`config.mk`:
```
export PLATFORM = sky130hd
export DESIGN_NAME = pesu_core
export DESIGN_NICKNAME = d
export VERILOG_FILES = /design/src/pkg/pesu_pkg.sv /design/src/hdl/pesu_core.sv
export VERILOG_INCLUDE_DIRS = /design/src /design/src/pkg
export SDC_FILE = /design/constraint.sdc
export NUM_CORES = 2
export LEC_CHECK = 0
export CELL_PAD_IN_SITES_DETAIL_PLACEMENT = 1
export CELL_PAD_IN_SITES_GLOBAL_PLACEMENT = 1
export CORE_AREA = 5 5 620 622
export DETAILED_ROUTE_END_ITERATION = 8
export DIE_AREA = 0 0 625 627
export DONT_BUFFER_PORTS = 1
export MAX_ROUTING_LAYER = met4
export PLACE_DENSITY_LB_ADDON = 0.1
export SYNTH_ARGS = -nofsm -noshare
export SYNTH_HDL_FRONTEND = slang
export SYNTH_SLANG_ARGS = --single-unit
```
`constraint.sdc`:
```
create_clock -name ref_clk -period 13.3 [get_ports ref_clk]
set_input_delay 2.66 -clock ref_clk [delete_from_list [all_inputs] [get_ports ref_clk]]
set_output_delay 2.66 -clock ref_clk [all_outputs]
set_load 0.03 [all_outputs]
```
`src/pkg/pesu_defines.svh`:
```
// Constants shared by the power and energy scaling block.
// Notes on behaviour
// - Power coefficient 16 bits, resets to one.
// - Virtual power equals raw power times coefficient.
// - Phase power registers use matching phase sources.
// - Fundamental power registers scaled by power coefficient.
// - Energy coefficient 16 bits, resets to one.
// - Virtual energy equals accumulator times coefficient.
// - Net energy is forward minus reverse.
// - Apparent energy scales single accumulator, no direction.
// - Fundamental net energy uses fundamental accumulators.
// - Values computed on request, sent LSB first.
// - Results two's complement, sign in bit 47.
`ifndef PESU_DEFINES_SVH
`define PESU_DEFINES_SVH
`define PESU_ADDR_PWR_COEF 12'h018
`define PESU_ADDR_ENR_COEF 12'h01a
`define PESU_COEF_RESET 16'h0001
// Upper byte of each virtual address picks the quantity.
`define PESU_GRP_P 8'h80
`define PESU_GRP_Q 8'h81
`define PESU_GRP_S 8'h82
`define PESU_GRP_PF 8'h88
`define PESU_GRP_QF 8'h89
`define PESU_GRP_SF 8'h8a
`define PESU_GRP_EP 8'h8c
`define PESU_GRP_EQ 8'h8d
`define PESU_GRP_ES 8'h87
`define PESU_GRP_EPF 8'h8e
`define PESU_GRP_EQF 8'h8f
`define PESU_GRP_ESF 8'h8b
// Index of the final byte sent, for a virtual register and for a coefficient.
`define PESU_VIRT_BYTES 3'd7
`define PESU_COEF_BYTES 3'd1
`define PESU_SIGN_BIT 47
`endif

```
`src/pkg/pesu_pkg.sv`:
```
// Types and address decoding for the power and energy scaling block.
`include "pesu_defines.svh"
package pesu_pkg;
  // Quantity selected by a read address.
  typedef enum logic [3:0] {
    PESU_K_P, PESU_K_Q, PESU_K_S, PESU_K_PF, PESU_K_QF, PESU_K_SF,
    PESU_K_EP, PESU_K_EQ, PESU_K_ES, PESU_K_EPF, PESU_K_EQF, PESU_K_ESF,
    PESU_K_PCC, PESU_K_ECC, PESU_K_NONE
  } pesu_kind_t;

  // Maps a register address to the quantity it returns.
  function automatic pesu_kind_t pesu_decode(input logic [11:0] addr);
    logic [7:0] grp;
    logic [3:0] ph;
    grp = {4'h0, addr[11:8]} << 4 | {4'h0, addr[7:4]};
    ph = addr[3:0];
    pesu_decode = PESU_K_NONE;
    if (addr == `PESU_ADDR_PWR_COEF) pesu_decode = PESU_K_PCC;
    else if (addr == `PESU_ADDR_ENR_COEF) pesu_decode = PESU_K_ECC;
    else if (ph == 4'h1 || ph == 4'h2 || ph == 4'h4 || ph == 4'h7) begin
      unique case (grp)
        `PESU_GRP_P: pesu_decode = PESU_K_P;
        `PESU_GRP_Q: pesu_decode = PESU_K_Q;
        `PESU_GRP_S: pesu_decode = PESU_K_S;
        `PESU_GRP_PF: pesu_decode = PESU_K_PF;
        `PESU_GRP_QF: pesu_decode = PESU_K_QF;
        `PESU_GRP_SF: pesu_decode = PESU_K_SF;
        `PESU_GRP_EP: pesu_decode = PESU_K_EP;
        `PESU_GRP_EQ: pesu_decode = PESU_K_EQ;
        `PESU_GRP_ES: pesu_decode = PESU_K_ES;
        `PESU_GRP_EPF: pesu_decode = PESU_K_EPF;
        `PESU_GRP_EQF: pesu_decode = PESU_K_EQF;
        `PESU_GRP_ESF: pesu_decode = PESU_K_ESF;
        default: pesu_decode = PESU_K_NONE;
      endcase
    end
  endfunction
endpackage

```
`src/hdl/pesu_core.sv`:
```
// Power and energy scaling datapath with its coefficient registers.
`include "pesu_defines.svh"
module pesu_core
  import pesu_pkg::*;
#(
  parameter int RAW_W = 32,
  parameter int COEF_W = 16
) (
  input wire logic ref_clk,
  input wire logic rst,
  input wire logic [11:0] reg_addr,
  input wire logic reg_wr,
  input wire logic [15:0] reg_wdata,
  input wire logic reg_rd,
  output logic reg_busy,
  output logic [7:0] rd_byte,
  output logic rd_byte_valid,
  output logic rd_last,
  input wire logic [2:0][RAW_W-1:0] phase_real_power_raw,
  input wire logic [2:0][RAW_W-1:0] phase_quadrature_power_raw,
  input wire logic [2:0][RAW_W-1:0] phase_voltamp_power_raw,
  input wire logic [2:0][RAW_W-1:0] phase_real_power_fund_raw,
  input wire logic [2:0][RAW_W-1:0] phase_quadrature_power_fund_raw,
  input wire logic [2:0][RAW_W-1:0] phase_voltamp_power_fund_raw,
  input wire logic [2:0][RAW_W-1:0] real_energy_forward_acc,
  input wire logic [2:0][RAW_W-1:0] real_energy_reverse_acc,
  input wire logic [2:0][RAW_W-1:0] quad_energy_forward_acc,
  input wire logic [2:0][RAW_W-1:0] quad_energy_reverse_acc,
  input wire logic [2:0][RAW_W-1:0] voltamp_energy_acc,
  input wire logic [2:0][RAW_W-1:0] voltamp_energy_fund_acc,
  input wire logic [2:0][RAW_W-1:0] real_energy_fund_forward_acc,
  input wire logic [2:0][RAW_W-1:0] real_energy_fund_reverse_acc,
  input wire logic [2:0][RAW_W-1:0] quad_energy_fund_forward_acc,
  input wire logic [2:0][RAW_W-1:0] quad_energy_fund_reverse_acc
);
  // One term per phase carries a sign bit; three terms need two more.
  localparam int TERM_W = RAW_W + 1;
  localparam int SUM_W = RAW_W + 3;
  localparam int PROD_W = SUM_W + COEF_W + 1;

  // The 48-bit result field and the 16-bit register ports bound these.
  // Checked while the design is built, so a bad value never reaches a run.
  if (RAW_W < 8 || RAW_W > 32 || COEF_W != 16) begin : g_param_check
    $error("pesu_core: RAW_W must be 8..32 and COEF_W must be 16");
  end

  // Sequencer states: take, add phases, scale, send bytes.
  typedef enum logic [1:0] {S_IDLE, S_CALC, S_MUL, S_SEND} pesu_state_t;

  pesu_state_t state_reg; // Current sequencer state.
  pesu_kind_t kind_reg; // Quantity being served.
  logic [2:0] mask_reg; // Phases A, B, C taking part.
  logic [COEF_W-1:0] pwr_coef_reg; // Power scaling coefficient.
  logic [COEF_W-1:0] enr_coef_reg; // Energy scaling coefficient.
  logic signed [SUM_W-1:0] sum_reg; // Phase sum ahead of scaling.
  logic [63:0] res_reg; // Result frame, byte 0 leaves first.
  logic [2:0] cnt_reg; // Index of the byte being sent.
  logic [2:0] last_reg; // Index of the final byte.
  logic [7:0] rd_byte_reg; // Byte on the read port.
  logic rd_valid_reg; // Byte strobe.
  logic rd_last_reg; // Final byte strobe.
  logic signed [TERM_W-1:0] term [3]; // Per-phase operand.
  logic signed [SUM_W-1:0] sum_next; // Masked sum of the terms.
  logic [COEF_W-1:0] coef_sel; // Coefficient matching the quantity.
  logic signed [PROD_W-1:0] prod; // Scaled value.
  pesu_kind_t req_kind; // Decode of the address on the port.

  assign req_kind = pesu_decode(reg_addr);
  // A read is refused while a previous one is in flight.
  assign reg_busy = (state_reg != S_IDLE);
  assign rd_byte = rd_byte_reg;
  assign rd_byte_valid = rd_valid_reg;
  assign rd_last = rd_last_reg;

  // Coefficient registers; writes land at any time, even mid-read.
  always_ff @(posedge ref_clk or posedge rst) begin
    if (rst) begin
      pwr_coef_reg <= `PESU_COEF_RESET;
      enr_coef_reg <= `PESU_COEF_RESET;
    end else if (reg_wr) begin
      // Whole 16-bit writes; high byte and low byte move together.
      if (reg_addr == `PESU_ADDR_PWR_COEF) pwr_coef_reg <= reg_wdata;
      if (reg_addr == `PESU_ADDR_ENR_COEF) enr_coef_reg <= reg_wdata;
    end
  end

  // Picks each phase's operand for the quantity being served.
  always_comb begin
    for (int p = 0; p < 3; p++) begin
      unique case (kind_reg)
        PESU_K_P: term[p] = TERM_W'($signed(phase_real_power_raw[p]));
        PESU_K_Q: term[p] = TERM_W'($signed(phase_quadrature_power_raw[p]));
        PESU_K_S: term[p] = TERM_W'($signed(phase_voltamp_power_raw[p]));
        PESU_K_PF: term[p] = TERM_W'($signed(phase_real_power_fund_raw[p]));
        PESU_K_QF: term[p] = TERM_W'($signed(phase_quadrature_power_fund_raw[p]));
        PESU_K_SF: term[p] = TERM_W'($signed(phase_voltamp_power_fund_raw[p]));
        PESU_K_EP: term[p] = $signed({1'b0, real_energy_forward_acc[p]})
                            - $signed({1'b0, real_energy_reverse_acc[p]});
        PESU_K_EQ: term[p] = $signed({1'b0, quad_energy_forward_acc[p]})
                            - $signed({1'b0, quad_energy_reverse_acc[p]});
        PESU_K_ES: term[p] = $signed({1'b0, voltamp_energy_acc[p]});
        PESU_K_ESF: term[p] = $signed({1'b0, voltamp_energy_fund_acc[p]});
        PESU_K_EPF: term[p] = $signed({1'b0, real_energy_fund_forward_acc[p]})
                             - $signed({1'b0, real_energy_fund_reverse_acc[p]});
        PESU_K_EQF: term[p] = $signed({1'b0, quad_energy_fund_forward_acc[p]})
                             - $signed({1'b0, quad_energy_fund_reverse_acc[p]});
        default: term[p] = '0;
      endcase
    end
  end

  // Adds the selected phases; a total address selects all three.
  always_comb begin
    sum_next = '0;
    for (int p = 0; p < 3; p++) begin
      if (mask_reg[p]) sum_next = sum_next + SUM_W'(term[p]);
    end
  end

  // Energy quantities use the energy coefficient, the rest power.
  always_comb begin
    if (kind_reg inside {PESU_K_EP, PESU_K_EQ, PESU_K_ES,
                         PESU_K_EPF, PESU_K_EQF, PESU_K_ESF}) begin
      coef_sel = enr_coef_reg;
    end else begin
      coef_sel = pwr_coef_reg;
    end
  end

  assign prod = sum_reg * $signed({1'b0, coef_sel});

  // Request sequencer; raw inputs are sampled once, in the add cycle.
  always_ff @(posedge ref_clk or posedge rst) begin
    if (rst) begin
      state_reg <= S_IDLE;
      kind_reg <= PESU_K_NONE;
      mask_reg <= 3'h0;
      sum_reg <= '0;
      res_reg <= 64'h0;
      cnt_reg <= 3'h0;
      last_reg <= 3'h0;
    end else begin
      unique case (state_reg)
        S_IDLE: begin
          if (reg_rd) begin
            kind_reg <= req_kind;
            mask_reg <= reg_addr[2:0];
            state_reg <= S_CALC;
          end
        end
        S_CALC: begin
          sum_reg <= sum_next;
          state_reg <= S_MUL;
        end
        S_MUL: begin
          cnt_reg <= 3'h0;
          state_reg <= S_SEND;
          if (kind_reg == PESU_K_PCC) begin
            res_reg <= {48'h0, pwr_coef_reg};
            last_reg <= `PESU_COEF_BYTES;
          end else if (kind_reg == PESU_K_ECC) begin
            res_reg <= {48'h0, enr_coef_reg};
            last_reg <= `PESU_COEF_BYTES;
          end else begin
            res_reg <= {16'h0, prod[47:0]};
            last_reg <= `PESU_VIRT_BYTES;
          end
        end
        S_SEND: begin
          cnt_reg <= cnt_reg + 3'h1;
          if (cnt_reg == last_reg) state_reg <= S_IDLE;
        end
      endcase
    end
  end

  // Byte output; unmapped addresses return a frame of zero bytes.
  always_ff @(posedge ref_clk or posedge rst) begin
    if (rst) begin
      rd_byte_reg <= 8'h0;
      rd_valid_reg <= 1'b0;
      rd_last_reg <= 1'b0;
    end else begin
      rd_valid_reg <= (state_reg == S_SEND);
      rd_last_reg <= (state_reg == S_SEND) && (cnt_reg == last_reg);
      rd_byte_reg <= (state_reg == S_SEND) ? res_reg[cnt_reg*8 +: 8] : 8'h0;
    end
  end

  a_pcc_reset_one: assert property (
    @(posedge ref_clk) $fell(rst) |-> pwr_coef_reg == 16'h0001)
    else $error("power coefficient not one after reset");
  a_ecc_reset_one: assert property (
    @(posedge ref_clk) $fell(rst) |-> enr_coef_reg == 16'h0001)
    else $error("energy coefficient not one after reset");
  a_phase_a_real: assert property (
    @(posedge ref_clk) disable iff (rst)
    state_reg == S_CALC && kind_reg == PESU_K_P && mask_reg == 3'b001
    |=> sum_reg == SUM_W'($signed($past(phase_real_power_raw[0]))))
    else $error("phase A real power source wrong");
  a_net_energy_b: assert property (
    @(posedge ref_clk) disable iff (rst)
    state_reg == S_CALC && kind_reg == PESU_K_EP && mask_reg == 3'b010
    |=> sum_reg == SUM_W'($signed({1'b0, $past(real_energy_forward_acc[1])})
                 - $signed({1'b0, $past(real_energy_reverse_acc[1])})))
    else $error("net real energy not forward minus reverse");
  a_total_three: assert property (
    @(posedge ref_clk) disable iff (rst)
    state_reg == S_CALC && kind_reg == PESU_K_ES && mask_reg == 3'b111
    |=> sum_reg == SUM_W'({1'b0, $past(voltamp_energy_acc[0])})
                 + SUM_W'({1'b0, $past(voltamp_energy_acc[1])})
                 + SUM_W'({1'b0, $past(voltamp_energy_acc[2])}))
    else $error("total is not the sum of three phases");
  // Both factors are widened first so the product keeps all 48 result bits.
  a_power_scaled: assert property (
    @(posedge ref_clk) disable iff (rst)
    state_reg == S_MUL && kind_reg == PESU_K_Q && !reg_wr
    |=> res_reg[47:0] == 48'($past(sum_reg)) * 48'($signed({1'b0, pwr_coef_reg})))
    else $error("power not scaled by power coefficient");
  a_energy_scaled: assert property (
    @(posedge ref_clk) disable iff (rst)
    state_reg == S_MUL && kind_reg == PESU_K_EP && !reg_wr
    |=> res_reg[47:0] == 48'($past(sum_reg)) * 48'($signed({1'b0, enr_coef_reg})))
    else $error("energy not scaled by energy coefficient");
  a_top_unused: assert property (
    @(posedge ref_clk) disable iff (rst)
    state_reg == S_SEND |-> res_reg[63:48] == 16'h0)
    else $error("top two result bytes not zero");
  a_first_byte_low: assert property (
    @(posedge ref_clk) disable iff (rst)
    state_reg == S_SEND && cnt_reg == 3'h0
    |=> rd_byte_valid && rd_byte == $past(res_reg[7:0]))
    else $error("first byte is not the least significant");
  a_eight_byte_len: assert property (
    @(posedge ref_clk) disable iff (rst)
    state_reg == S_IDLE && reg_rd && req_kind == PESU_K_EQ
    |-> ##4 rd_byte_valid [*8] ##0 rd_last)
    else $error("virtual read is not eight bytes");
endmodule

```
### Word level (Yosys, flattened, before mapping)

Cells that the tools add are included.

* input bits: 1568
* word-level logic and storage cells: 100
* bits in registers: 156

* muxes and demuxes: 20
* multiply operators: 1
* equality and inequality tests: 37
* reductions and logical operators: 13
* bitwise operators: 1
* add/subtract/negate cells: 15
* shift-type cells: 1

Operator list (count)
* $pmux 33 s12: 3
* $sub 32x32->33: 12
* $mux 35: 3
* $eq 8x8->1 const B: 12
* $mux 48: 2
* $add 35x33->35: 2
* $shiftx 64x7->8: 1
* $mul 35x17->48: 1
* $pmux 4 s12: 1
* $eq 12x5->1 const B: 2
* $eq 4x3->1 const B: 6
* $eq 4x4->1 const B: 6
* $mux 16: 1
* $eq 4x2->1 const B: 3
* $mux 4: 3
* $eq 4x1->1 const B: 2
* $mux 8: 1
* $or 8x4->8: 1
* $pmux 2 s4: 1
* $reduce_and 2->1: 4
* $mux 3: 2
* $pmux 3 s2: 1
* $reduce_bool 6->1: 1
* $eq 2x2->1 const B: 2
* other kinds (10): 15

### Depth between registers and ports, before layout

* word-level depth: 7
* mapped depth: 38
* gate-level depth less buffers: 38

### Least setup slack after synthesis

Ideal clock, no wire load.

* kind: input -> register
* from: input port quad_energy_fund_forward_acc[32] in the netlist's numbering
* to: register sum_reg[30]
* slack: 4.241 ns
* arrival: 8.932 ns
* cell stages on the path: 34
* setup time: 0.126 ns
* cells stage by stage: inv_1 -> ha_1 -> inv_1 -> fa_1 -> a21o_1 -> a21oi_1 -> o211ai_1 -> a31o_2 -> a21oi_1 -> xor2_1 -> o21ai_0 -> a21oi_1 -> o21ai_0 -> ha_1 -> and3_1 -> a41oi_2 -> o21bai_1 -> a21oi_1 -> o21bai_1 -> a21oi_1 -> xnor2_1 -> mux2_2 -> ha_1 -> a21o_1 -> a2111oi_0 -> a22oi_1 -> and3_1 -> a21oi_1 -> a311o_1 -> o21ai_0 -> a21oi_1 -> xor2_1 -> nor2_1 -> a221o_1

* cells in the longest elaborated chain, start to end: 6

Ends and longest elaborated chain
* from (decl): line pesu_core.sv:33 `input wire logic [2:0][RAW_W-1:0] quad_energy_fund_forward_acc,`
* $sub 32x32->33 (*): line pesu_core.sv:106 `- $signed({1'b0, quad_energy_fund_reverse_acc[p]});`
* $pmux 33 s12 (*): line pesu_core.sv:90 `unique case (kind_reg)`
* $add 35x33->35 (*): line pesu_core.sv:116 `if (mask_reg[p]) sum_next = sum_next + SUM_W'(term[p]);`
* $mux 35 (*): line pesu_core.sv:116
* $add 35x33->35: line pesu_core.sv:116
* $mux 35 (*): line pesu_core.sv:116
* to (signal assigned): line pesu_core.sv:152 `sum_reg <= sum_next;`
* to (decl): line pesu_core.sv:55 `logic signed [SUM_W-1:0] sum_reg;`

Every way passes the cells marked *; elsewhere a longest branch is shown, timed or not.
A chain may end at the register's enable or synchronous reset.

### Final worst setup path

* from: input port voltamp_energy_fund_acc[32] in the netlist's numbering
* to: register sum_reg[32]

* cells in the longest elaborated chain, start to end: 5

Ends and longest elaborated chain
* from (decl): line pesu_core.sv:30 `input wire logic [2:0][RAW_W-1:0] voltamp_energy_fund_acc,`
* $pmux 33 s12 (*): line pesu_core.sv:90
* $add 35x33->35 (*): line pesu_core.sv:116
* $mux 35 (*): line pesu_core.sv:116
* $add 35x33->35: line pesu_core.sv:116
* $mux 35 (*): line pesu_core.sv:116

Marked as above.

==> results.cfg <==
[run_status]
outcome = completed

[sta]
slew_headroom_pct = 11.5
setup_viol = 0
worstMarginPinSlew_ns = 1.33
finalHoldViolations = 0
layout_min_cycle_time_ns = 10.93
fmax_mhz = 91.5
finalClockSkew_ns = 0.0202
post-route-period-util_pct = 82.2
grt_setup_unrepaired = no
final_max_slew_viol_count = 0
setup_tns_ns = 0

[yosys]
yosysTopAreaCellShare_pct = 19.0
synth-warning-count = 0
async_reset_ff_share_pct = 100
syn_nets = 9772
netlist_area_um2 = 54400
synth_xor_area_share_pct = 6.33
synth-adder-area-share_pct = 32.1
synth_cells = 7117
ys_ff_latch = 139
avgSynthCellArea_um2 = 7.65
synthFlopType = dfrtp_1
synth_compound_area_share_pct = 26.6
synth_edf_count = 0
ys_top_cells_by_count = 1097 x inv_1, 738 x nand2_1, 571 x ha_1
yosys-top-cells-area = fa_1 19%, ha_1 13%, inv_1 7.6%
synthMuxAreaShare_pct = 2.68
netlist-cell-type-count = 92
yosysMostFrequentCell = inv_1
yosysSeqAreaShare_pct = 6.40
yosys.area_share.simple_pct = 16.2
yosysTopAreaCell = fa_1
synth_top_family_by_area = adder cells

[clock_tree]
clk_pin_slew_ns = 0.09
clockBufferDepth = 2
cts_sinks = 139
cts_root_buf = clkbuf_16
postCtsSetupBuffers = 0
cts_hold_buf = 0
cts_tree = built
h-tree-depth = 4
cts.repair.resized = 0
cts_buffers = 17
clk_latency_ns = 0.52

[drt]
firstDrtPassIters = 6
drc = 0
drtIter0Drc = 5443
vias = 58300
wl_um = 528000
viasPerCell = 4.77
ant_nets = 0
wl_per_cell_um = 43.2

[placed_design]
place_inst = 12000
routabilityCongestion = 0.999
place_hpwl_um = 471000
port-buffer-count = 0

[setup_path]
crit_cells = 27
critPathBufInv = 0
crit_path_max_fanout = 5
worst_ep_required_time_ns = 13.71
crit_top_cell = a21oi_1
cp_slowest_stage_delay_ns = 0.98
cp_top_family = compound AO/OA/AOI/OAI gates
r2r_cells = 31
r2r_slack_ns = 2.40
end_kind = flop
worstSetupPathType = input pin to flop
start_kind = input pin
arrival_ns = 11.34
crit_path_top_delay_cell = a221oi_1

[global_routing]
grt_pass1_vias = 59700
grt_max_degree = 66
grtUsageTotal_pct = 26.6
grt_pass1_wl_um = 661000
gr-total-overflow = 0
antenna_found_initial = 377

[floorplanning]
core_area_um2 = 378000
start_util_pct = 14.4
num_rows = 226
die_y_um = 627
die_w_um = 625
ios = 1579
die_area_um2 = 392000

[pwr]
powerDensity_nw_per_um2 = 141
p_sw_share_pct = 65.4
internal_power_mw = 3.02
leakage_nw = 27.1
ir_drop_mv = 0.0747
p_seq_share_pct = 8.7
p_comb_share_pct = 85.1
switching_power_mw = 5.71
clockPowerShare_pct = 6.2

[cells_and_area]
fin_nets = 9624
fill_cells = 45300
largest_reg_flops = 48
area_growth_pct = 14.0
final_cells = 12200
drive_gt1_share_pct = 4.64

[worst_hold_path]
hold_class = flop to flop
hold_depth = 1

[flow_run]
cap_violations = 0
-- metrics by stage --
stage	cell area, um^2	worst slack [ns]	utilization (%)	total power, mW	hold slack (ns)
after floorplan	54400	4.24	-	4.66	0.449
after global placement	60900	1.99	16.1	8.30	0.466
after detailed placement	60900	2.04	16.1	8.27	0.472
after CTS	61500	2.56	16.3	8.86	0.488
after global routing	62000	1.86	16.4	9.23	0.510
final	62000	2.37	16.4	8.73	0.481
-- routing by layer --
metal / up-vias / GRT usage (%) / part of all wire, %
met4: 0 / 11.2 / 3.9
li1: 24700 / - / -
met1: 30600 / 32.0 / 43
met2: 2403 / 42.2 / 47
met3: 564 / 6.88 / 6.0
met5: - / - / 0
-- cell families after synthesis --
group / after synthesis
flops: 139
xor+xnor: 393
buf+inv: 1393
mux: 126
fa+ha+maj: 1087
compound gates: 2101
simple gates: 1878
-- cells in the final DEF, fill, tap and decap left out, types with 145 or more instances in the layout --
master / n
ha_1: 570
nor2_1: 352
diode_2: 222
nand2_1: 734
xor2_1: 145
a21o_1: 193
a22oi_1: 191
xnor2_1: 248
o21ai_0: 311
a21oi_1: 452
inv_1: 1096
fa_1: 516
-- power groups by stage --
stage	clock network (mW)	registers (mW)	logic (mW)
2_1_floorplan	0	0.612	4.05
3_3_place_gp	0	0.772	7.52
3_5_place_dp	0	0.774	7.49
4_1_cts	0.566	0.766	7.53
5_1_grt	0.580	0.777	7.87
6_report	0.538	0.763	7.43
-- area by class of cell --
cell class,instances,area (um^2),share of cell area (%)
diodes,222,556,0.895
inverters,1098,4130,6.65
flip-flops and latches,139,3490,5.62
clock buffers,17,425,0.686
repair buffers,128,1090,1.75
clock inverters,15,186,0.301
multi-input cells,5585,45900,74.0
well taps,5016,6280,10.1
-- worst paths after layout --
path                                             startpoint             to
worst min register to register                  res_reg[15]    res_reg[15]
max in group asynchronous                               rst    sum_reg[17]
worst max register to register                  kind_reg[1]    sum_reg[32]
worst min-delay path                            res_reg[15]    res_reg[15]
min in group asynchronous                               rst  rd_byte_valid
worst max-delay path            voltamp_energy_fund_acc[32]    sum_reg[32]
Power figures use the tool's default switching activity.
